<file path="config.mk">
export PLATFORM = sky130hd
export DESIGN_NAME = ltg_guard
export DESIGN_NICKNAME = d
export VERILOG_FILES = /design/src/logic/ltg_pkg.sv /design/src/logic/ltg_fifo.sv /design/src/logic/ltg_sync.sv /design/src/logic/ltg_guard.sv
export SDC_FILE = /design/constraint.sdc
export NUM_CORES = 1
export LEC_CHECK = 0
export ABC_CLOCK_PERIOD_IN_PS = 4100
export BUFFER_PORTS_ARGS = -buffer_cell sky130_fd_sc_hd__buf_2
export CAP_MARGIN = 40
export CORE_ASPECT_RATIO = 1.1
export CORE_MARGIN = 4
export CORE_UTILIZATION = 49
export DETAILED_ROUTE_END_ITERATION = 7
export PLACE_DENSITY = 0.65
export SLEW_MARGIN = 40
export SYNTH_ARGS = -nofsm -noshare
export SYNTH_HDL_FRONTEND = slang
export SYNTH_SLANG_ARGS = --single-unit
</file>
<file path="constraint.sdc">
create_clock -name core_clk_i -period 4.1 [get_ports core_clk_i]
set_input_delay 0 -clock core_clk_i [delete_from_list [all_inputs] [get_ports core_clk_i]]
set_output_delay 0 -clock core_clk_i [all_outputs]
set_load 0.02 [all_outputs]
</file>
<file path="src/logic/ltg_pkg.sv">
package ltg_pkg;

  // -----------------------------------------------------------------
  // timing
  // -----------------------------------------------------------------
  localparam int unsigned CLK_MHZ = 250;
  // wake dominant time window, in microseconds
  localparam int unsigned WAKE_DOMINANT_TIME_MIN_US = 30;
  localparam int unsigned WAKE_DOMINANT_TIME_MAX_US = 150;
  // qualify at the midpoint of the window for margin both ways
  localparam int unsigned WAKE_DOMINANT_TIME_US = 90;
  localparam int unsigned WAKE_CYCLES = WAKE_DOMINANT_TIME_US * CLK_MHZ;
  // receive output recessive while bus is busy, in microseconds
  localparam int unsigned RX_STUCK_TIME_US = 50;
  localparam int unsigned RX_STUCK_CYCLES = RX_STUCK_TIME_US * CLK_MHZ;
  // transmit-to-receive short: txd dominant while rxd stays recessive
  localparam int unsigned SHORT_TIME_US = 10;
  localparam int unsigned SHORT_CYCLES = SHORT_TIME_US * CLK_MHZ;
  localparam int unsigned CNT_W = 16;

  // -----------------------------------------------------------------
  // fault fifo
  // -----------------------------------------------------------------
  localparam int unsigned FIFO_DEPTH = 8;
  localparam int unsigned EVT_W = 3;

  // -----------------------------------------------------------------
  // types
  // -----------------------------------------------------------------
  typedef enum logic [3:0] {
    LTG_NORMAL = 4'h1,
    LTG_RX_ONLY = 4'h2,
    LTG_OVERTEMP = 4'h4,
    LTG_OT_WAIT = 4'h8
  } ltg_tx_state_e;

  // diagnostic event word handed to the spi encoder
  typedef struct packed {
    logic tx_rx_short;
    logic rx_stuck;
    logic wake;
  } ltg_evt_s;

  // line-side pin levels, 1 = recessive
  typedef struct packed {
    logic txd;
    logic bus;
  } ltg_pins_s;

endpackage

</file>
<file path="src/logic/ltg_fifo.sv">
`timescale 1ns/10ps
`default_nettype none
module ltg_fifo #(
  parameter int unsigned WIDTH = 3,
  parameter int unsigned DEPTH = 8
) (
  input wire logic core_clk_i,
  input wire logic rstn_i,
  input wire logic in_valid_i,
  output logic in_ready_o,
  input wire logic [WIDTH-1:0] in_data_i,
  output logic out_valid_o,
  input wire logic out_ready_i,
  output logic [WIDTH-1:0] out_data_o
);
  localparam int unsigned AW = $clog2(DEPTH);
  logic [WIDTH-1:0] mem [DEPTH];
  logic [AW-1:0] wr_ptr, rd_ptr, next_wr_ptr, next_rd_ptr;
  logic [AW:0] count, next_count;
  logic [WIDTH-1:0] next_out_data;
  logic push, pop;

  // -------------------------------------------------------------
  // pointers and read register
  // -------------------------------------------------------------
  assign in_ready_o = (count != DEPTH[AW:0]);
  assign out_valid_o = (count != '0);
  assign push = in_valid_i && in_ready_o;
  assign pop = out_valid_o && out_ready_i;

  // read data always shows the head word, registered
  always_comb begin
    next_wr_ptr = push ? wr_ptr + 1'b1 : wr_ptr;
    next_rd_ptr = pop ? rd_ptr + 1'b1 : rd_ptr;
    next_count = count + {{AW{1'b0}}, push} - {{AW{1'b0}}, pop};
    next_out_data = mem[next_rd_ptr];
    if (push && (next_count == {{AW{1'b0}}, 1'b1})) begin
      next_out_data = in_data_i; // write into an empty fifo bypasses memory
    end
  end

  always_ff @(posedge core_clk_i) begin
    if (!rstn_i) begin
      wr_ptr <= '0;
      rd_ptr <= '0;
      count <= '0;
      out_data_o <= '0;
    end else begin
      wr_ptr <= next_wr_ptr;
      rd_ptr <= next_rd_ptr;
      count <= next_count;
      out_data_o <= next_out_data;
    end
  end

  // storage has no reset; only valid words are ever read
  always_ff @(posedge core_clk_i) begin
    if (push) begin
      mem[wr_ptr] <= in_data_i;
    end
  end
endmodule
`default_nettype wire

</file>
<file path="src/logic/ltg_sync.sv">
`timescale 1ns/10ps
`default_nettype none
module ltg_sync #(
  parameter int unsigned WIDTH = 2
) (
  input wire logic core_clk_i,
  input wire logic rstn_i,
  input wire logic [WIDTH-1:0] async_i,
  output logic [WIDTH-1:0] sync_o
);
  logic [WIDTH-1:0] stage1;

  // -------------------------------------------------------------
  // two-flop synchroniser, resets to recessive
  // -------------------------------------------------------------
  always_ff @(posedge core_clk_i) begin
    if (!rstn_i) begin
      stage1 <= '1;
      sync_o <= '1;
    end else begin
      stage1 <= async_i;
      sync_o <= stage1;
    end
  end
endmodule
`default_nettype wire

</file>
<file path="src/logic/ltg_guard.sv">
// Functional notes
// - detect txd-rxd short, report in diagnostics
// - short inhibits transmitter until spi re-enable
// - overtemperature disables driver, reception continues
// - after overtemperature, resume on txd rising edge
// - overtemperature never reported nor interrupts
// - rxd stuck recessive with traffic disables transmitter
// - stuck-rxd fault needs spi re-enable command
// - any fault forces receive-only mode
`timescale 1ns/10ps
`default_nettype none
module ltg_guard
  import ltg_pkg::*;
(
  input wire logic core_clk_i,
  input wire logic rstn_i,
  input wire logic txd_pin_i,
  input wire logic bus_pin_i,
  input wire logic rxd_fb_i,
  input wire logic overtemp_i,
  input wire logic wake_capable_i,
  input wire logic normal_cmd_i,
  output logic rxd_o,
  output logic drv_en_o,
  output logic drv_dominant_o,
  output logic rx_only_o,
  output logic wake_o,
  output logic diag_valid_o,
  input wire logic diag_ready_i,
  output ltg_evt_s diag_evt_o,
  output logic evt_drop_o
);

  // -----------------------------------------------------------------
  // pin synchronisation
  // -----------------------------------------------------------------
  ltg_pins_s pins_raw, pins;
  logic [0:0] rxfb_sync;

  assign pins_raw = '{txd: txd_pin_i, bus: bus_pin_i};

  ltg_sync #(.WIDTH(2)) u_sync_pins (
    .core_clk_i(core_clk_i),
    .rstn_i(rstn_i),
    .async_i(pins_raw),
    .sync_o(pins)
  );

  // the receive pin is read back to catch a short or a stuck output
  ltg_sync #(.WIDTH(1)) u_sync_rxfb (
    .core_clk_i(core_clk_i),
    .rstn_i(rstn_i),
    .async_i(rxd_fb_i),
    .sync_o(rxfb_sync)
  );

  // -----------------------------------------------------------------
  // helpers
  // -----------------------------------------------------------------
  function automatic logic [CNT_W-1:0] sat_inc(input logic [CNT_W-1:0] v,
                                               input logic [CNT_W-1:0] lim);
    sat_inc = (v >= lim) ? lim : v + 1'b1;
  endfunction

  localparam logic [CNT_W-1:0] WAKE_LIM = WAKE_CYCLES[CNT_W-1:0];
  localparam logic [CNT_W-1:0] STUCK_LIM = RX_STUCK_CYCLES[CNT_W-1:0];
  localparam logic [CNT_W-1:0] SHORT_LIM = SHORT_CYCLES[CNT_W-1:0];

  // -----------------------------------------------------------------
  // fault detectors
  // -----------------------------------------------------------------
  logic [CNT_W-1:0] short_cnt, next_short_cnt;
  logic [CNT_W-1:0] stuck_cnt, next_stuck_cnt;
  logic [CNT_W-1:0] wake_cnt, next_wake_cnt;
  logic wake_armed, next_wake_armed;
  logic txd_prev, next_txd_prev;
  logic short_hit, stuck_hit, stuck_now, wake_hit;

  // short: host drives dominant but rxd pin stays recessive with the
  // bus itself dominant, so the two pins are tied together externally
  always_comb begin
    next_short_cnt = '0;
    if (!pins.txd && !pins.bus && rxfb_sync[0]) begin
      next_short_cnt = sat_inc(short_cnt, SHORT_LIM);
    end
    next_stuck_cnt = '0;
    if (!pins.bus && rxfb_sync[0] && pins.txd) begin
      next_stuck_cnt = sat_inc(stuck_cnt, STUCK_LIM);
    end
    // count consecutive dominant cycles, any recessive sample restarts
    next_wake_cnt = '0;
    if (wake_capable_i && !pins.bus) begin
      next_wake_cnt = sat_inc(wake_cnt, WAKE_LIM);
    end
    // one wake per dominant stretch; rearm on recessive
    next_wake_armed = wake_armed;
    if (pins.bus || !wake_capable_i) begin
      next_wake_armed = 1'b1;
    end else if (next_wake_cnt == WAKE_LIM) begin
      next_wake_armed = 1'b0;
    end
    next_txd_prev = pins.txd;
  end

  assign short_hit = (next_short_cnt == SHORT_LIM) && (short_cnt != SHORT_LIM);
  assign stuck_now = (stuck_cnt == STUCK_LIM);
  assign stuck_hit = (next_stuck_cnt == STUCK_LIM) && !stuck_now;
  assign wake_hit = wake_armed && (next_wake_cnt == WAKE_LIM);

  always_ff @(posedge core_clk_i) begin
    if (!rstn_i) begin
      short_cnt <= '0;
      stuck_cnt <= '0;
      wake_cnt <= '0;
      wake_armed <= 1'b1;
      txd_prev <= 1'b1;
    end else begin
      short_cnt <= next_short_cnt;
      stuck_cnt <= next_stuck_cnt;
      wake_cnt <= next_wake_cnt;
      wake_armed <= next_wake_armed;
      txd_prev <= next_txd_prev;
    end
  end

  // -----------------------------------------------------------------
  // transmitter state machine
  // -----------------------------------------------------------------
  ltg_tx_state_e state, next_state;
  logic latch_short, next_latch_short;
  logic latch_stuck, next_latch_stuck;
  logic txd_rise;

  assign txd_rise = !txd_prev && pins.txd;

  // latched faults: a new hit wins over a host command in the same cycle
  always_comb begin
    next_latch_short = latch_short;
    next_latch_stuck = latch_stuck;
    if (normal_cmd_i) begin
      next_latch_short = 1'b0;
      next_latch_stuck = 1'b0;
    end
    if (short_hit) begin
      next_latch_short = 1'b1;
    end
    if (stuck_hit || stuck_now) begin
      next_latch_stuck = 1'b1;
    end
  end

  // overtemperature outranks the latched faults; it releases itself
  always_comb begin
    next_state = state;
    case (state)
      LTG_NORMAL: begin
        if (overtemp_i) begin
          next_state = LTG_OVERTEMP;
        end else if (next_latch_short || next_latch_stuck) begin
          next_state = LTG_RX_ONLY;
        end
      end
      LTG_RX_ONLY: begin
        if (overtemp_i) begin
          next_state = LTG_OVERTEMP;
        end else if (!next_latch_short && !next_latch_stuck) begin
          next_state = LTG_NORMAL;
        end
      end
      LTG_OVERTEMP: begin
        if (!overtemp_i) begin
          next_state = LTG_OT_WAIT;
        end
      end
      LTG_OT_WAIT: begin
        if (overtemp_i) begin
          next_state = LTG_OVERTEMP;
        end else if (txd_rise) begin
          // a latched fault still keeps the driver off
          next_state = (next_latch_short || next_latch_stuck) ? LTG_RX_ONLY
                                                              : LTG_NORMAL;
        end
      end
      default: next_state = LTG_RX_ONLY;
    endcase
  end

  always_ff @(posedge core_clk_i) begin
    if (!rstn_i) begin
      state <= LTG_NORMAL;
      latch_short <= 1'b0;
      latch_stuck <= 1'b0;
    end else begin
      state <= next_state;
      latch_short <= next_latch_short;
      latch_stuck <= next_latch_stuck;
    end
  end

  // -----------------------------------------------------------------
  // pin outputs
  // -----------------------------------------------------------------
  logic next_drv_en, next_drv_dom, next_rxd, next_wake;

  // reception runs in every state; only the driver is gated
  always_comb begin
    next_drv_en = (state == LTG_NORMAL);
    next_drv_dom = (state == LTG_NORMAL) && !pins.txd;
    next_rxd = pins.bus;
    next_wake = wake_hit;
  end

  assign rx_only_o = !drv_en_o;

  always_ff @(posedge core_clk_i) begin
    if (!rstn_i) begin
      drv_en_o <= 1'b0;
      drv_dominant_o <= 1'b0;
      rxd_o <= 1'b1;
      wake_o <= 1'b0;
    end else begin
      drv_en_o <= next_drv_en;
      drv_dominant_o <= next_drv_dom;
      rxd_o <= next_rxd;
      wake_o <= next_wake;
    end
  end

  // -----------------------------------------------------------------
  // diagnostic event queue toward the spi encoder
  // -----------------------------------------------------------------
  // overtemperature is deliberately absent from the event word
  ltg_evt_s evt_in;
  logic evt_valid, evt_ready, next_drop;

  assign evt_in = '{tx_rx_short: short_hit, rx_stuck: stuck_hit, wake: wake_hit};
  assign evt_valid = short_hit || stuck_hit || wake_hit;

  ltg_fifo #(.WIDTH(EVT_W), .DEPTH(FIFO_DEPTH)) u_fifo (
    .core_clk_i(core_clk_i),
    .rstn_i(rstn_i),
    .in_valid_i(evt_valid),
    .in_ready_o(evt_ready),
    .in_data_i(evt_in),
    .out_valid_o(diag_valid_o),
    .out_ready_i(diag_ready_i),
    .out_data_o(diag_evt_o)
  );

  // events cannot be stalled at their source, so overflow is flagged
  always_comb begin
    next_drop = evt_valid && !evt_ready;
  end

  always_ff @(posedge core_clk_i) begin
    if (!rstn_i) begin
      evt_drop_o <= 1'b0;
    end else begin
      evt_drop_o <= next_drop;
    end
  end

endmodule
`default_nettype wire

</file>
==> metrics <==
status finished clean; Yosys reg bits 104; leading post-synthesis cells by cell area dfxtp_1 32%, edfxtp_1 14%, xnor2_1 4.4%; Diodes inserted 0; top cell type by total area after synthesis dfxtp_1; post-synthesis area per instance 9.89 µm²; largest net degree at the start of global routing 26; post-synthesis mux area share 0.0414; Fmax 0.264 GHz; Hold Path Class in2reg; HP Start rstn_i; Rel. slew slack 0.481; Die Height 114 µm; Die W 104 µm; Post-Syn Instances 505; IO Count 19; Final HPWL DP 7110 µm; hold worst-path end state[0]; PD cells 447 mW/mm²; Worst Reg-to-Reg Cells 17; Hold WS 0.0440 ns; Leak 2.00 nW; Initial Util 0.505; adder-cell share of the synthesized area 0.0391; unrepaired setup endpoints after global routing no; initial antenna violation count 0; Critical R2R Launch stuck_cnt[0]; clock skew 0.0125 ns; CTS root buf clkbuf_8; most frequent cells in the layout 78 x dfxtp_1, 48 x nor2_1, 32 x a21oi_1; Synth Warn # 0; post-synth cell types 78; r2r setup slk 0.31 ns; grt met1 use 0.226; most common cell after layout, fill and taps aside dfxtp_1; number of global-route vias before repair 3575; final worst path period share 0.924; Worst Setup End Kind flop; Core ar. 0.00989 mm²; gpl congestion 0.874; terminus of the critical flop-to-flop path u_fifo.out_data_o[2]; hold depth 2; final WL 9920 µm; met3 Track Usage GR 0.0317; PortBufs 18; clk slew on worst S/H paths 0.10 ns; clk_lat worst skew 0.37 ns; area share of xor/xnor cells in the synthesized design 0.0717; Slew Limit Fails 0; routed wire length per instance 15.1 µm; cell row count 38; ys async rst share 0; DRT Pass-1 Iters 4; GR peak layer met2; Seq/Total Area, Yosys 0.465; EDFF count, synth 24; met2 Resource Use GR 0.306; Iter 0 DRT Violations 191; WP data required 4.35 ns; fin nets 554; CTS tree done; GRT Total Usage 0.178; Cell Area, Synth 0.00499 mm²; critical path arrival 4.04 ns; final critical-path required period 3.79 ns; fill count 895; GR Overflow Total 0; kind of critical path reg2reg; Max FO, Critical Path 6; clock buffer depth 2; share of layout cells above drive strength 1 0.114; first-pass GRT wire length 17200 µm; Final Hold Vio Count 0; total CTS buffers 9; worst-margin pin slew 0.757 ns; setup TNS 0 ns; # clock sinks 104; final setup fails 0; largest family of logic cells by synthesized area simple AND/OR/NAND/NOR gates; simple-gate portion of the synthesized area 0.222; Antenna Nets Post-Route 0; detailed-route DRC error count 0; Synth Flop Type dfxtp_1; Synth Area in Compound Gates 0.117; Vias/cell 5.56; Die ar. 0.0119 mm²; post-synth top area share 0.321; H-tree Lvls 3; crit start category flop; worst vdd ir 0.000205 V; # Max-Cap Violations 0; vias 3645; Syn-to-layout area delta 10.0%
-- worst max-delay path: stages, from the launching register on --
cell      delay [ns]
dfxtp_2         0.39
inv_1           0.06
ha_1            0.30
nand4b_1        0.18
a211oi_1        0.18
nand4_1         0.12
o41a_1          0.43
or2_1           0.31
a21oi_2         0.18
ha_1            0.18
inv_1           0.06
fa_1            0.40
xnor2_1         0.20
nor2_1          0.06
nand4_1         0.14
inv_1           0.09
a221oi_1        0.31
nor3_1          0.08
-- sequential cells by signal, indices dropped and copies added, names as in the netlist --
name                count
drv_dominant_o          1
drv_en_o                1
evt_drop_o              1
latch_short             1
latch_stuck             1
rxd_o                   1
short_cnt              16
state                   4
stuck_cnt              16
txd_prev                1
u_fifo.count            4
u_fifo.mem             24
u_fifo.out_data_o       3
u_fifo.rd_ptr           3
u_fifo.wr_ptr           3
u_sync_pins.stage1      2
u_sync_pins.sync_o      2
u_sync_rxfb.stage1      1
u_sync_rxfb.sync_o      1
wake_armed              1
wake_cnt               16
wake_o                  1
-- power by group --
part           leakage, nW  internal (mW)  switching (mW)
clock                0.117          0.409           0.354
sequential           0.884           1.10          0.0421
combinational        0.998          0.256           0.292
total                 2.00           1.77           0.688
-- how the worst max path moves through the flow --
stage          cells past startpoint              endpoint  slack, ns          from
3_5_place_dp                      16  u_fifo.out_data_o[2]       0.23  stuck_cnt[0]
4_1_cts                           16  u_fifo.out_data_o[2]       0.16  stuck_cnt[0]
2_1_floorplan                     18  u_fifo.out_data_o[2]       0.49  stuck_cnt[0]
5_1_grt                           17  u_fifo.out_data_o[2]       0.01  stuck_cnt[0]
3_3_place_gp                      17  u_fifo.out_data_o[2]       0.41  stuck_cnt[0]
6_report                          17  u_fifo.out_data_o[2]       0.31  stuck_cnt[0]
-- metrics by stage --
stage | cells | instance area, µm² | utilization | setup slack (ns) | power, mW
3_3_place_gp | 633 | 5190 | 0.524 | 0.415 | 1.71
5_1_grt | 655 | 5490 | 0.555 | 0.0130 | 2.60
2_1_floorplan | 511 | 5010 | - | 0.494 | 1.58
3_5_place_dp | 633 | 5190 | 0.524 | 0.229 | 1.72
4_1_cts | 654 | 5480 | 0.554 | 0.160 | 2.48
6_report | 655 | 5490 | 0.555 | 0.311 | 2.45
-- final cells by class --
type                            instances  area [µm²]  area share
Inverter                               33         126      0.0230
Timing Repair Buffer                   27         170      0.0310
Multi-Input combinational cell        355        2480       0.451
Tap cell                              120         150      0.0273
Clock inverter                          6         115      0.0210
Sequential cell                       104        2320       0.423
Clock buffer                           10         128      0.0232
-- cells in the mapped netlist (3+ instances only) --
master and instances:
buf_2 4, dfxtp_1 80, clkbuf_1 12, inv_1 31, nor2_1 48, nand4_1 10
xor2_1 14, and4_1 3, nand3_1 25, a21o_1 4, o31ai_1 4, o21ai_0 4
mux2i_1 6, and3b_1 3, nand2b_1 22, a21oi_1 33, nand4b_1 3, and3_1 7
ha_1 14, nor4_1 5, nor2b_1 7, a211oi_1 4, and4b_1 4, xnor2_1 25
o21a_1 4, nand2_1 26, mux4_2 6, edfxtp_1 24, nor3_1 12
-- kinds of logic (layout without fill, tap and decap cells) --
logic type | Yosys count | count (layout)
adders and majority gates | 15 | 15
xor gates and xnor gates | 40 | 40
AOI/OAI and AO/OA | 82 | 82
and+or+nand+nor | 198 | 198
DFF | 104 | 104
other | 1 | 7
buffers and inverters | 52 | 76
muxes | 13 | 13
-- metal layers --
layer	vias to the layer above	wire length (µm)
li1	1834	-
met3	16	252
met4	0	173
met1	1743	4540
met2	52	4960
met5	-	0
-- repair_timing --
| item | in CTS | in global routing |
|---|---|---|
| setup buffers | 0 | 1 |
| endpoints found under the setup margin | 0 | 3 |
| endpoints found under the hold margin | 8 | 0 |
| hold buffers | 5 | 0 |
| gates resized for setup | 0 | 3 |
Power figures use the tool's default switching activity.
